**src/serial_consts.svh**
```systemverilog
// serial_consts.svh: register map, control and status bit positions,
// oversampling counts and reset values of the asynchronous transceiver.
// assumes it is included once per compilation unit by its bare name.
`ifndef SERIAL_CONSTS_SVH
`define SERIAL_CONSTS_SVH
// register word indices; byte address is four times the index
`define IDX_CTRL 6'h00
`define IDX_STAT 6'h01
`define IDX_TXD 6'h02
`define IDX_RXD 6'h03
`define IDX_BAUD 6'h04
// control register bits
`define CB_PORT_EN 0
`define CB_TX_EN 1
`define CB_RX_EN 2
`define CB_SYNC 3
`define CB_TX_NINE 4
`define CB_RX9 5
`define CB_INV 6
`define CB_TX_NINTH 7
`define CB_WIDE 8
`define CTRL_W 9
// status register bits
`define SB_TBE 0
`define SB_SHE 1
`define SB_PEND 2
`define SB_OVR 3
`define SB_FRM_ERR 4
`define SB_RX9D 5
// oversampling: sixteen ticks per bit, votes on ticks 7, 8 and 9
`define OVS_LAST 4'hf
`define VOTE_A 4'h7
`define VOTE_B 4'h8
`define VOTE_C 4'h9
`define BIT_LAST8 4'h7
`define BIT_LAST9 4'h8
`define FIFO_FULL 2'h2
`define DIV_RST 16'h001f
`define RESP_OK 2'h0
`define RESP_ERR 2'h2
`endif

```
**src/serial_pkg.sv**
```systemverilog
// serial_pkg: state encodings and state records of the transceiver.
// assumes nothing beyond a sv-2012 compiler.
`default_nettype none
package serial_pkg;
   typedef enum logic [1:0] {T_IDLE = 2'b00, T_START = 2'b01, T_DATA = 2'b10,
      T_STOP = 2'b11} tx_state_t;
   typedef enum logic [1:0] {R_IDLE = 2'b00, R_START = 2'b01, R_DATA = 2'b10,
      R_STOP = 2'b11} rx_state_t;
   // fifo word: framing error, ninth bit, eight data bits
   typedef logic [9:0] fifo_word_t;
   typedef struct packed {
      logic [8:0] ctrl;
      logic [15:0] div;
      logic [15:0] bcnt;
      tx_state_t ts;
      logic [3:0] tcnt;
      logic [3:0] tbit;
      logic [8:0] tshift;
      logic [8:0] tbuf;
      logic buf_full;
      logic tbe;
      logic tx_line;
      rx_state_t rs;
      logic [3:0] rcnt;
      logic [3:0] rbit;
      logic [8:0] rshift;
      logic [1:0] vote;
      logic rx_prev;
      logic ovr;
      logic aw_got;
      logic w_got;
      logic [7:0] awaddr;
      logic [31:0] wdata;
      logic [3:0] wstrb;
      logic bvalid;
      logic [1:0] bresp;
      logic rvalid;
      logic [31:0] rdata;
      logic [1:0] rresp;
   } core_state_t;
   typedef struct packed {
      fifo_word_t [1:0] mem;
      logic wp;
      logic rp;
      logic [1:0] cnt;
      fifo_word_t top;
   } fifo_state_t;
endpackage
`default_nettype wire

```
**src/fifo_if.sv**
```systemverilog
// fifo_if: push, pop and top-of-queue signals between the receiver and its
// two-entry character store. assumes serial_pkg is compiled first.
`default_nettype none
interface fifo_if;
   import serial_pkg::*;
   logic push;
   logic pop;
   logic clear;
   fifo_word_t wdata;
   logic [1:0] count;
   fifo_word_t top;
   modport mem (input push, input pop, input clear, input wdata, output count, output top);
   modport user (output push, output pop, output clear, output wdata, input count, input top);
endinterface
`default_nettype wire

```
**src/async_serial_transceiver.sv**
```systemverilog
// async_serial_transceiver: axi4-lite register slave, baud generator,
// asynchronous transmitter and sixteen-times oversampling receiver.
// assumes rx_in is synchronous to aclk and the pad resolves tx_out/tx_oe.
//
// Added by the designer: register access over AXI4-Lite and the placing of the registers.
`include "serial_consts.svh"
`default_nettype none

module async_serial_transceiver (
   input wire logic aclk, // system clock, 50 mhz
   input wire logic aresetn, // synchronous reset, active low
   input wire logic awvalid, // write address valid
   output logic awready, // write address ready
   input wire logic [7:0] awaddr, // write byte address
   input wire logic wvalid, // write data valid
   output logic wready, // write data ready
   input wire logic [31:0] wdata, // write data
   input wire logic [3:0] wstrb, // write byte strobes
   output logic bvalid, // write response valid
   input wire logic bready, // write response ready
   output logic [1:0] bresp, // write response code
   input wire logic arvalid, // read address valid
   output logic arready, // read address ready
   input wire logic [7:0] araddr, // read byte address
   output logic rvalid, // read data valid
   input wire logic rready, // read data ready
   output logic [31:0] rdata, // read data
   output logic [1:0] rresp, // read response code
   output logic tx_out, // transmit pin level
   output logic tx_oe, // transmit pin driven
   input wire logic rx_in // receive pin level
);
   import serial_pkg::*;
   core_state_t st_q, st_d;
   fifo_if f ();
   logic tick, tx_act, rx_on, rx_act, tend, rend, load, maj, tval, push_req;
   logic wr_en, wr_tx, rd_en;
   logic [15:0] limit;
   logic [3:0] tlast, rlast;
   logic [5:0] widx, ridx;
   logic [31:0] rword;

   rx_fifo_mem store (
      .aclk(aclk),
      .aresetn(aresetn),
      .f(f)
   );

   always_comb begin
      st_d = st_q;
      // bus slave: address and data are latched independently
      widx = st_q.awaddr[7:2];
      ridx = araddr[7:2];
      awready = !st_q.aw_got;
      wready = !st_q.w_got;
      arready = !st_q.rvalid;
      if (awvalid && !st_q.aw_got) begin
         st_d.aw_got = 1'b1;
         st_d.awaddr = awaddr;
      end
      if (wvalid && !st_q.w_got) begin
         st_d.w_got = 1'b1;
         st_d.wdata = wdata;
         st_d.wstrb = wstrb;
      end
      tx_act = st_q.ctrl[`CB_PORT_EN] && st_q.ctrl[`CB_TX_EN] && !st_q.ctrl[`CB_SYNC];
      rx_on = st_q.ctrl[`CB_PORT_EN] && st_q.ctrl[`CB_RX_EN] && !st_q.ctrl[`CB_SYNC];
      rx_act = rx_on && !st_q.ovr;
      // a pending response blocks the next write so no answer is lost
      wr_en = st_q.aw_got && st_q.w_got && !st_q.bvalid;
      wr_tx = wr_en && (widx == `IDX_TXD) && st_q.wstrb[0] && tx_act;
      if (wr_en) begin
         st_d.aw_got = 1'b0;
         st_d.w_got = 1'b0;
         st_d.bvalid = 1'b1;
         st_d.bresp = (widx <= `IDX_BAUD) ? `RESP_OK : `RESP_ERR;
         if (widx == `IDX_CTRL && st_q.wstrb[0]) begin
            st_d.ctrl[7:0] = st_q.wdata[7:0];
         end
         if (widx == `IDX_CTRL && st_q.wstrb[1]) begin
            st_d.ctrl[`CB_WIDE] = st_q.wdata[`CB_WIDE];
         end
         if (widx == `IDX_BAUD && st_q.wstrb[0]) begin
            st_d.div[7:0] = st_q.wdata[7:0];
         end
         if (widx == `IDX_BAUD && st_q.wstrb[1]) begin
            st_d.div[15:8] = st_q.wdata[15:8];
         end
      end
      if (st_q.bvalid && bready) begin
         st_d.bvalid = 1'b0;
      end
      // read mux; status is live state, rx word is the registered top
      case (ridx)
         `IDX_CTRL: rword = {23'h000000, st_q.ctrl};
         `IDX_STAT: rword = {26'h0000000, f.top[8], (f.count != '0) && f.top[9], st_q.ovr,
            rx_on && (f.count != '0), st_q.ts == T_IDLE, st_q.tbe};
         `IDX_RXD: rword = {24'h000000, f.top[7:0]};
         `IDX_BAUD: rword = {16'h0000, st_q.div};
         default: rword = '0;
      endcase
      rd_en = arvalid && !st_q.rvalid;
      if (rd_en) begin
         st_d.rvalid = 1'b1;
         st_d.rdata = rword;
         st_d.rresp = (ridx <= `IDX_BAUD) ? `RESP_OK : `RESP_ERR;
      end
      if (st_q.rvalid && rready) begin
         st_d.rvalid = 1'b0;
      end
      // reading the data word advances the fifo
      f.pop = rd_en && (ridx == `IDX_RXD) && (f.count != '0);
      // divisor of 8 or 16 bits makes the oversampling tick
      limit = st_q.ctrl[`CB_WIDE] ? st_q.div : {8'h00, st_q.div[7:0]};
      tick = st_q.ctrl[`CB_PORT_EN] && (st_q.bcnt == limit);
      st_d.bcnt = (tick || !st_q.ctrl[`CB_PORT_EN]) ? '0 : st_q.bcnt + 16'h0001;
      // transmitter: sixteen ticks per bit, shared with the receiver
      tlast = st_q.ctrl[`CB_TX_NINE] ? `BIT_LAST9 : `BIT_LAST8;
      tend = tick && (st_q.tcnt == `OVS_LAST);
      if (tick) begin
         st_d.tcnt = st_q.tcnt + 4'h1;
      end
      case (st_q.ts)
         T_START: begin
            if (tend) begin
               st_d.ts = T_DATA;
               st_d.tbit = '0;
            end
         end
         T_DATA: begin
            if (tend) begin
               st_d.tshift = {1'b0, st_q.tshift[8:1]};
               st_d.tbit = st_q.tbit + 4'h1;
               if (st_q.tbit == tlast) begin
                  st_d.ts = T_STOP;
               end
            end
         end
         T_STOP: begin
            if (tend) begin
               st_d.ts = T_IDLE;
            end
         end
         default: st_d.ts = st_q.ts;
      endcase
      // load at stop end or from idle
      load = st_q.buf_full && ((st_q.ts == T_IDLE) || (st_q.ts == T_STOP && tend));
      if (load) begin
         st_d.ts = T_START;
         st_d.tshift = st_q.tbuf;
         st_d.tcnt = '0;
         st_d.buf_full = 1'b0;
      end
      // ninth bit joins the byte on the write
      if (wr_tx) begin
         st_d.tbuf = {st_q.ctrl[`CB_TX_NINTH], st_q.wdata[7:0]};
         st_d.buf_full = 1'b1;
      end
      if (!tx_act) begin
         st_d.ts = T_IDLE;
         st_d.buf_full = 1'b0;
         st_d.tcnt = '0;
      end
      // flag lags the buffer by one register stage
      st_d.tbe = tx_act && !(st_q.buf_full && st_q.ts != T_IDLE);
      // line level from the next state, so idle is mark at once
      case (st_d.ts)
         T_START: tval = 1'b0;
         T_DATA: tval = st_d.tshift[0];
         default: tval = 1'b1;
      endcase
      st_d.tx_line = tval ^ st_d.ctrl[`CB_INV];
      // receiver: majority of three samples around mid bit
      rlast = st_q.ctrl[`CB_RX9] ? `BIT_LAST9 : `BIT_LAST8;
      maj = (st_q.vote[0] && st_q.vote[1]) || (st_q.vote[0] && rx_in)
         || (st_q.vote[1] && rx_in);
      rend = tick && (st_q.rcnt == `VOTE_C);
      push_req = 1'b0;
      if (tick && st_q.rs != R_IDLE) begin
         st_d.rcnt = st_q.rcnt + 4'h1;
         if (st_q.rcnt == `VOTE_A) begin
            st_d.vote[0] = rx_in;
         end
         if (st_q.rcnt == `VOTE_B) begin
            st_d.vote[1] = rx_in;
         end
      end
      case (st_q.rs)
         R_IDLE: begin
            if (tick) begin
               st_d.rx_prev = rx_in;
               if (st_q.rx_prev && !rx_in) begin
                  st_d.rs = R_START;
                  st_d.rcnt = '0;
               end
            end
         end
         R_START: begin
            if (rend && maj) begin
               st_d.rs = R_IDLE;
               st_d.rx_prev = 1'b1;
            end else if (rend) begin
               st_d.rs = R_DATA;
               st_d.rbit = '0;
            end
         end
         R_DATA: begin
            if (rend) begin
               st_d.rshift = {maj, st_q.rshift[8:1]};
               st_d.rbit = st_q.rbit + 4'h1;
               if (st_q.rbit == rlast) begin
                  st_d.rs = R_STOP;
               end
            end
         end
         R_STOP: begin
            // idle early at mid stop so a new start edge is not missed
            if (rend) begin
               st_d.rs = R_IDLE;
               st_d.rx_prev = maj;
               push_req = 1'b1;
            end
         end
         default: st_d.rs = R_IDLE;
      endcase
      // character and its framing error enter the fifo
      f.wdata = st_q.ctrl[`CB_RX9] ? {!maj, st_q.rshift} : {!maj, 1'b0, st_q.rshift[8:1]};
      f.push = push_req && (f.count != `FIFO_FULL);
      // overrun on a full fifo, halts via rx_act
      if (push_req && f.count == `FIFO_FULL) begin
         st_d.ovr = 1'b1;
      end
      if (!rx_act) begin
         st_d.rs = R_IDLE;
         st_d.rx_prev = 1'b1;
      end
      // overrun cleared by receive or port disable
      if (!st_q.ctrl[`CB_PORT_EN] || !st_q.ctrl[`CB_RX_EN]) begin
         st_d.ovr = 1'b0;
      end
      f.clear = !st_q.ctrl[`CB_PORT_EN];
   end

   // state register; the line rests at mark out of reset
   always_ff @(posedge aclk) begin
      if (!aresetn) begin
         st_q <= '0;
         st_q.div <= `DIV_RST;
         st_q.tx_line <= 1'b1;
         st_q.rx_prev <= 1'b1;
      end else begin
         st_q <= st_d;
      end
   end

   assign bvalid = st_q.bvalid;
   assign bresp = st_q.bresp;
   assign rvalid = st_q.rvalid;
   assign rdata = st_q.rdata;
   assign rresp = st_q.rresp;
   assign tx_out = st_q.tx_line;
   assign tx_oe = st_q.ctrl[`CB_PORT_EN];

   property p_idle_mark;
      @(posedge aclk) disable iff (!aresetn)
      st_q.ts == T_IDLE |-> tx_out == !st_q.ctrl[`CB_INV];
   endproperty
   a_idle_mark: assert property (p_idle_mark) else $error("line not at mark in idle");

   property p_tx_gate;
      @(posedge aclk) disable iff (!aresetn)
      !tx_act |=> (st_q.ts == T_IDLE) && !st_q.buf_full;
   endproperty
   a_tx_gate: assert property (p_tx_gate) else $error("transmitter ran while disabled");

   property p_load_now;
      @(posedge aclk) disable iff (!aresetn)
      (st_q.ts == T_IDLE) && st_q.buf_full && tx_act |=> (st_q.ts == T_START)
         && (st_q.tcnt == '0) && !st_q.tx_line == !st_q.ctrl[`CB_INV];
   endproperty
   a_load_now: assert property (p_load_now) else $error("buffer not moved to shifter");

   property p_chain;
      @(posedge aclk) disable iff (!aresetn)
      (st_q.ts == T_STOP) && tend && st_q.buf_full && tx_act |=> st_q.ts == T_START;
   endproperty
   a_chain: assert property (p_chain) else $error("queued character not started");

   property p_tbe_delay;
      @(posedge aclk) disable iff (!aresetn)
      wr_tx && (st_q.ts == T_START || st_q.ts == T_DATA) && !st_q.buf_full
         |=> st_q.tbe ##1 !st_q.tbe;
   endproperty
   a_tbe_delay: assert property (p_tbe_delay) else $error("buffer flag timing wrong");

   property p_false_start;
      @(posedge aclk) disable iff (!aresetn)
      (st_q.rs == R_START) && rend && maj && rx_act && !f.pop |=> (st_q.rs == R_IDLE)
         && $stable(f.count) && !st_q.ovr;
   endproperty
   a_false_start: assert property (p_false_start) else $error("false start not dropped");

   property p_overrun;
      @(posedge aclk) disable iff (!aresetn)
      (st_q.rs == R_STOP) && rend && rx_act && (f.count == `FIFO_FULL) && !f.pop
         |=> st_q.ovr ##1 (st_q.rs == R_IDLE);
   endproperty
   a_overrun: assert property (p_overrun) else $error("overrun not flagged");

   property p_port_off;
      @(posedge aclk) disable iff (!aresetn)
      !st_q.ctrl[`CB_PORT_EN] |=> (f.count == '0) && !st_q.ovr && (st_q.ts == T_IDLE)
         && (st_q.rs == R_IDLE);
   endproperty
   a_port_off: assert property (p_port_off) else $error("port disable left state");
endmodule // async_serial_transceiver
`default_nettype wire

```
**src/rx_fifo_mem.sv**
```systemverilog
// rx_fifo_mem: two-character receive store with a registered top word.
// assumes the user never pushes when full nor pops when empty.
`include "serial_consts.svh"
`default_nettype none
module rx_fifo_mem (
   input wire logic aclk, // system clock
   input wire logic aresetn, // synchronous reset, active low
   fifo_if.mem f // store port
);
   import serial_pkg::*;
   fifo_state_t s_q, s_d;

   // pointers toggle, the top word is taken from the next state
   always_comb begin
      s_d = s_q;
      if (f.clear) begin
         s_d.cnt = '0;
         s_d.wp = 1'b0;
         s_d.rp = 1'b0;
      end else begin
         if (f.push) begin
            s_d.mem[s_q.wp] = f.wdata;
            s_d.wp = ~s_q.wp;
         end
         if (f.pop) begin
            s_d.rp = ~s_q.rp;
         end
         s_d.cnt = s_q.cnt + {1'b0, f.push} - {1'b0, f.pop};
      end
      s_d.top = (s_d.cnt != '0) ? s_d.mem[s_d.rp] : '0;
   end

   // state register
   always_ff @(posedge aclk) begin
      if (!aresetn) begin
         s_q <= '0;
      end else begin
         s_q <= s_d;
      end
   end

   assign f.count = s_q.cnt;
   assign f.top = s_q.top;
endmodule // rx_fifo_mem
`default_nettype wire

```
**config.mk**
```make
export PLATFORM = sky130hd
export DESIGN_NAME = async_serial_transceiver
export DESIGN_NICKNAME = d
export VERILOG_FILES = /design/src/serial_pkg.sv /design/src/fifo_if.sv /design/src/async_serial_transceiver.sv /design/src/rx_fifo_mem.sv
export VERILOG_INCLUDE_DIRS = /design/src
export SDC_FILE = /design/constraint.sdc
export NUM_CORES = 1
export LEC_CHECK = 0
export BUFFER_PORTS_ARGS = -buffer_cell sky130_fd_sc_hd__buf_2
export CAP_MARGIN = 20
export CORE_MARGIN = 1.5
export CORE_UTILIZATION = 51
export CTS_CLUSTER_SIZE = 28
export DETAILED_ROUTE_END_ITERATION = 12
export PLACE_DENSITY = 0.8
export SLEW_MARGIN = 10
export SYNTH_ARGS = -nofsm -noshare
export SYNTH_HDL_FRONTEND = slang
export SYNTH_SLANG_ARGS = --single-unit
```
**constraint.sdc**
```tcl
create_clock -name aclk -period 7.7 [get_ports aclk]
set_clock_uncertainty 0.2 [all_clocks]
set_input_delay 1.155 -clock aclk [delete_from_list [all_inputs] [get_ports aclk]]
set_output_delay 1.155 -clock aclk [all_outputs]
set_load 0.02 [all_outputs]
```
Word-level counts from Yosys, hierarchy flattened
Cells that the tools add are included.

storage, ports and cells
  output and inout port bits = 43
  register bits = 195

cells by class
  $add $sub $neg = 7
  bitwise operators = 5
  mux-type cells = 56
  magnitude comparators = 5
  equal/unequal tests = 33
  reduce and logical (&&, ||, !) cells = 91

operators by type and width
  cell                                                             number
  16-bit case mux with 4 select lines                              1
  1-bit logical AND                                                39
  4-bit 2-to-1 mux                                                 8
  10-bit 2-to-1 mux                                                3
  9-bit 2-to-1 mux                                                 3
  13-bit 2-to-1 mux                                                2
  6-bit 2-to-1 mux                                                 4
  2-bit AND reduction                                              12
  23-bit 2-to-1 mux                                                1
  2-bit 2-to-1 mux                                                 11
  2-bit inequality test, second input constant                     11
  21-bit 2-to-1 mux                                                1
  20-bit bitwise mux                                               1
  20-bit 2-to-1 mux                                                1
  2-bit nonzero test                                               9
  16-bit by 1-bit adder with 16-bit output, second input constant  1
  4-bit by 1-bit adder with 4-bit output, second input constant    4
  16-bit == test                                                   1
  16-bit 2-to-1 mux                                                1
  8-bit 2-to-1 mux                                                 2
  4-bit case mux with 2 select lines                               2
  2-bit == test, second input constant                             6
  4-bit == test, second input constant                             3
  6-bit by 2-bit == test with 1-bit output, second input constant  2
  31 further kinds                                                 68

Logic depth before layout (Yosys ltp)
  depth after elaboration = 12
  depth in mapped cells = 13

Hierarchy
From an unflattened synthesis, not the netlist that was laid out.

unflattened totals
  cell total of the unflattened synthesis = 945
  area, all modules = 8,635.8 um2

modules (own cells, without submodules)
  module                    area an instance (um2)  times used  cells an instance  seq. area each (um2)
  async_serial_transceiver  7,051.8                 1           801                2,822.7
  rx_fifo_mem               1,584.0                 1           144                680.7

Least setup slack after synthesis
Ideal clock, no wire load.

  path type = input -> register
  from = input port araddr[5]
  to = register store.s_q, in the netlist store.f.top[8]
  cell stages on the path = 10
  path buffers = 0
  slack = 4.098 ns
  arrival time = 3.256 ns
  path through = nor4_2 -> nand2_1 -> nor4_2 -> ha_1 -> inv_1 -> ha_1 -> xnor2_1 -> xnor2_1 -> o21bai_1 -> nor4_1

between the ends
  longest elaborated chain between the ends = 7
  elaborated cells between the ends (all ways) = 10
  those cells by class = add/sub: 1; eq/ne: 1; mux: 4; reduce/logical: 4

RTL lines
  what                                                                                    RTL line                              source
  start, declared                                                                         async_serial_transceiver.sv:24        input wire logic [7:0] araddr,
  6-bit by 2-bit == test with 1-bit output (*)                                            --
  1-bit logical AND (*) (2 in series)                                                     async_serial_transceiver.sv:112       f.pop = rd_en && (ridx == `IDX_RXD) && (f.count != '0);
  2-bit by 1-bit subtractor with 2-bit output / 1-bit 2-to-1 mux (equally long branches)  rx_fifo_mem.sv:28, rx_fifo_mem.sv:25
  3-bit 2-to-1 mux (*)                                                                    rx_fifo_mem.sv:16                     if (f.clear) begin
  2-bit nonzero test / 10-bit 2-to-1 mux (equally long branches)                          rx_fifo_mem.sv:30                     s_d.top = (s_d.cnt != '0) ? s_d.mem[s_d.rp] : '0;
  2-bit AND reduction (no source line) / 10-bit 2-to-1 mux (equally long branches)        --
  end signal, assigned                                                                    rx_fifo_mem.sv:36                     s_q <= '0;
  end signal, assigned                                                                    rx_fifo_mem.sv:38                     s_q <= s_d;
  end, declared                                                                           rx_fifo_mem.sv:11                     fifo_state_t s_q, s_d;

Mark *: on every way between the ends. The rest lies on a longest branch, timed or not. The select of a mux whose other input is x is not followed.
A chain may end at the register's enable or synchronous reset.

Worst setup path in the final report
  from = register st_q[178] (netlist name)
  to = register store.s_q, in the netlist store.f.top[8]

between the ends
  longest elaborated chain between the ends = 12
  elaborated cells between the ends (all ways) = 16
  those cells by class = add/sub: 2; eq/ne: 1; mux: 8; reduce/logical: 5

RTL lines
  what                                         RTL line                         source
  start, declared                              async_serial_transceiver.sv:34   core_state_t st_q, st_d;
  start signal, assigned                       async_serial_transceiver.sv:252  st_q <= st_d;
  16-bit 2-to-1 mux (*)                        async_serial_transceiver.sv:114  limit = st_q.ctrl[`CB_WIDE] ? st_q.div : {8'h00, st_q.div[7:0]};
  16-bit == test (*)                           async_serial_transceiver.sv:115  tick = st_q.ctrl[`CB_PORT_EN] && (st_q.bcnt == limit);
  1-bit logical AND (*)                        async_serial_transceiver.sv:115
  1-bit logical AND (*)                        async_serial_transceiver.sv:177  rend = tick && (st_q.rcnt == `VOTE_C);
  1-bit 2-to-1 mux (*)                         async_serial_transceiver.sv:218  if (rend) begin
  1-bit 2-to-1 mux (*)                         async_serial_transceiver.sv:188  case (st_q.rs)
  1-bit logical AND (*)                        async_serial_transceiver.sv:228  f.push = push_req && (f.count != `FIFO_FULL);
  via f.push                                   fifo_if.sv:6                     logic push;
  2-bit by 1-bit adder with 2-bit output       rx_fifo_mem.sv:28                s_d.cnt = s_q.cnt + {1'b0, f.push} - {1'b0, f.pop};
  2-bit by 1-bit subtractor with 2-bit output  rx_fifo_mem.sv:28
  3-bit 2-to-1 mux                             rx_fifo_mem.sv:16
  2-bit nonzero test                           rx_fifo_mem.sv:30
  2-bit AND reduction (no source line)         --

The timed path passes the listed nets; every way through them passes the cells marked *. The select of a mux whose other input is x is not followed.

==> results.sh <==
export IMPL_area_growth_syn_to_layout_pct=8.95
export IMPL_power_density_nw_per_um2=201
export IMPL_worst_slew_margin_rel_pct=45.1
export IMPL_vias_in_the_first_global_route=5913
export IMPL_synth_area_top_cells="sky130_fd_sc_hd__dfxtp_1, sky130_fd_sc_hd__mux2i_1, sky130_fd_sc_hd__nand2_1, sky130_fd_sc_hd__nor2b_1, sky130_fd_sc_hd__buf_4"
export IMPL_clk_pin_slew_ns=0.07
export IMPL_worst_endpoint_required_ns=7.78
export IMPL_drt_total_wl_um=17100
export IMPL_grt_use_total_pct=20.4
export IMPL_status="finished, final reports clean"
export IMPL_dieHeight_um=132
export IMPL_edff_count_synth=0
export IMPL_max_clock_path_buffers=2
export IMPL_syn_cell_area_um2=8460
export IMPL_yosysTopAreaCell="sky130_fd_sc_hd__dfxtp_1"
export IMPL_setup_bufs_post_cts=0
export IMPL_dominantRegCellSynth="sky130_fd_sc_hd__dfxtp_1"
export IMPL_detailed_place_hpwl_um=11900
export IMPL_rsz_0062_raised_after_global_routing="false"
export IMPL_fmax_mhz=247
export IMPL_drtAntennaViolNets=0
export IMPL_final_number_of_hold_violating_endpoints=0
export IMPL_grt_overflow=0
export IMPL_async_reset_ff_share_pct=0
export IMPL_initial_antenna_violation_count=1
export IMPL_postCtsHoldBufs=0
export IMPL_first_pass_iters=5
export IMPL_die_area_um2=17400
export IMPL_boundaryPins=103
export IMPL_place_gp_congestion=0.889
export IMPL_floorplan_initialDensity_pct=52.7
export IMPL_groute_layer_met2_usage_pct=31.9
export IMPL_globalRouteMet1Util_pct=27.6
export IMPL_critPathMaxFanout=14
export IMPL_synthDominantCellAreaShare_pct=41.4
export IMPL_clock_sinks=175
export IMPL_max_vdd_ir_drop_v=0.000158
export IMPL_placed_area_um2=8630
export IMPL_clock_insertion_delay_worst_skew_ns=0.44
export IMPL_clockRootBuffer="sky130_fd_sc_hd__clkbuf_16"
export IMPL_count_of_antenna_diodes_in_the_layout=0
export IMPL_worst_setup_path_end_kind="flop"
export IMPL_vias_per_cell=5.33
export IMPL_std_cell_rows=46
export IMPL_setup_violations_final=0
export IMPL_setup_worst_path_class="reg -> reg"
export IMPL_grt_max_degree=84
export IMPL_synth_cells=947
export IMPL_cts_inserted_buffers=17
export IMPL_holdCritPathClass="reg -> reg"
export IMPL_cts_max_level=4
export IMPL_placement_io_buffers=62
export IMPL_max_slew_worst_pin_slew_ns=0.822
export IMPL_final_min_period_over_clock_period_pct=52.6
export IMPL_synth_warnings=0
export IMPL_final_period_minus_worst_setup_slack_ns=4.05
export IMPL_top_usage_layer="met2"
export IMPL_cts_tree="built"
export IMPL_ys_seq_elements=175
export IMPL_final_cell_mix="sky130_fd_sc_hd__dfxtp_1, sky130_fd_sc_hd__nand2_1, sky130_fd_sc_hd__nor2_1, sky130_fd_sc_hd__mux2i_1"
export IMPL_post_cts_resized_instances=0
export IMPL_synthDistinctLibCells=70
export IMPL_power_leakage_nw=3.79
export IMPL_postLayoutCellArea_um2=9220
export IMPL_finalMaxSlewViolations=0
export IMPL_synth_area_per_cell_um2=8.93
export IMPL_first_pass_grt_wire_length_um=28800
export IMPL_crit_arrival_ns=4.13
export IMPL_seq_area_frac_synth_pct=41.4
export IMPL_final_common_cell="sky130_fd_sc_hd__dfxtp_1"
export IMPL_fp_dieW_um=132
export IMPL_drc=0
export IMPL_startpoint_type="flop"
export IMPL_via_count=6359
export IMPL_nNetsFinal=1039
export IMPL_detail_route_wl_per_cell_um=14.3
export IMPL_drt_iter0_markers=497
export IMPL_gr_usage_met3_pct=5.34
export IMPL_core_area_um2=16100
export IMPL_max_cap_violations=0
export IMPL_fin_tns_setup_ns=0
export IMPL_drive_gt1_share_pct=13.1
==> worst max-delay path, stage by stage, from the launching register on <==
cell and delay (ns):
sky130_fd_sc_hd__dfxtp_1 0.60, sky130_fd_sc_hd__and4bb_2 0.30, sky130_fd_sc_hd__a22oi_2 0.06, sky130_fd_sc_hd__a22oi_1 0.37
sky130_fd_sc_hd__nand4_2 0.33, sky130_fd_sc_hd__nor2_1 0.49, sky130_fd_sc_hd__nand3b_1 0.18, sky130_fd_sc_hd__inv_1 0.10
sky130_fd_sc_hd__ha_1 0.15, sky130_fd_sc_hd__xnor2_1 0.15, sky130_fd_sc_hd__xnor2_1 0.12, sky130_fd_sc_hd__o21bai_1 0.66
sky130_fd_sc_hd__nor4_1 0.16
==> through the flow <==
step	power (mW)	setup slack [ns]	instances	util (%)	hold WS (ns)
floorplan	1.00	4.10	964	-	0.241
global placement	1.02	3.43	1162	53.7	0.249
detailed placement	1.02	3.37	1162	53.7	0.257
CTS	1.87	3.68	1193	57.4	0.267
global route	1.92	3.32	1193	57.4	0.288
finish	1.85	3.65	1193	57.4	0.263
==> cells by family after synthesis <==
group                      after synthesis  synth area share, %
and+or+nand+nor                        397                 24.6
DFF                                    175                 41.4
AOI/OAI and AO/OA                      143                 12.2
buffers and inverters                  108                 7.07
muxes                                   69                 8.25
xor gates and xnor gates                38                 4.11
adders and majority gates               16                 2.31
other                                    1               0.0443
==> report_power, final <==
| group | switching (mW) | internal (mW) | leakage (nW) |
|---|---|---|---|
| Combinational | 0.0455 | 0.0271 | 2.10 |
| Sequential | 0.0105 | 0.916 | 1.41 |
| Clock | 0.386 | 0.467 | 0.280 |
==> cell type report <==
cell class                 instances  area (um2)
clock buffer                      18         439
fill                            1373        6840
timing repair buffer              65         335
multi-input combinational        681        4430
clock inverter                    13         144
inverter                          25        93.8
sequential                       175        3500
tap                              216         270
==> path summary, 6_finish.rpt <==
path	cells after the start	to	slack (ns)	from
setup / recovery	12	store.f.top[8]	3.65	st_q[178]
hold / removal	2	rdata[12]	0.26	rdata[12]
setup reg to reg	12	store.f.top[8]	3.65	st_q[178]
hold reg to reg	2	rdata[12]	0.26	rdata[12]
==> Yosys cell counts (all sizes together), types with 2 or more instances <==
library cell / n
dfxtp: 175
nand2: 130
nor2: 69
mux2i: 66
nor2b: 62
buf: 49
a21boi: 34
clkbuf: 34
nand3: 33
o21ai: 31
and2: 24
inv: 24
xor2: 22
a21oi: 20
o211a: 17
nor3: 16
xnor2: 16
nand4: 15
ha: 14
o22ai: 10
a22oi: 9
and3: 9
nor4: 9
nand2b: 6
a221oi: 5
nor3b: 5
and4bb: 4
nand4b: 4
a222oi: 3
mux2: 3
a31oi: 2
a32oi: 2
maj3: 2
nand3b: 2
or2: 2
or3: 2
or4b: 2
==> sequential cells by signal (all words and copies together), names as in the netlist, named ones only <==
name / cells
rresp: 1
store.f.top: 10
tx_out: 1
tx_oe: 1
store.s_q: 22
bvalid: 1
store.f.count: 2
bresp: 1
rvalid: 1
st_q: 118
rdata: 16
==> metal layers <==
layer | up-vias | part of all wire (%)
met5 | - | 0.076
met4 | 2 | 1.4
met3 | 27 | 5.3
met2 | 129 | 45
met1 | 2981 | 48
li1 | 3220 | -
Power figures use the tool's default switching activity.
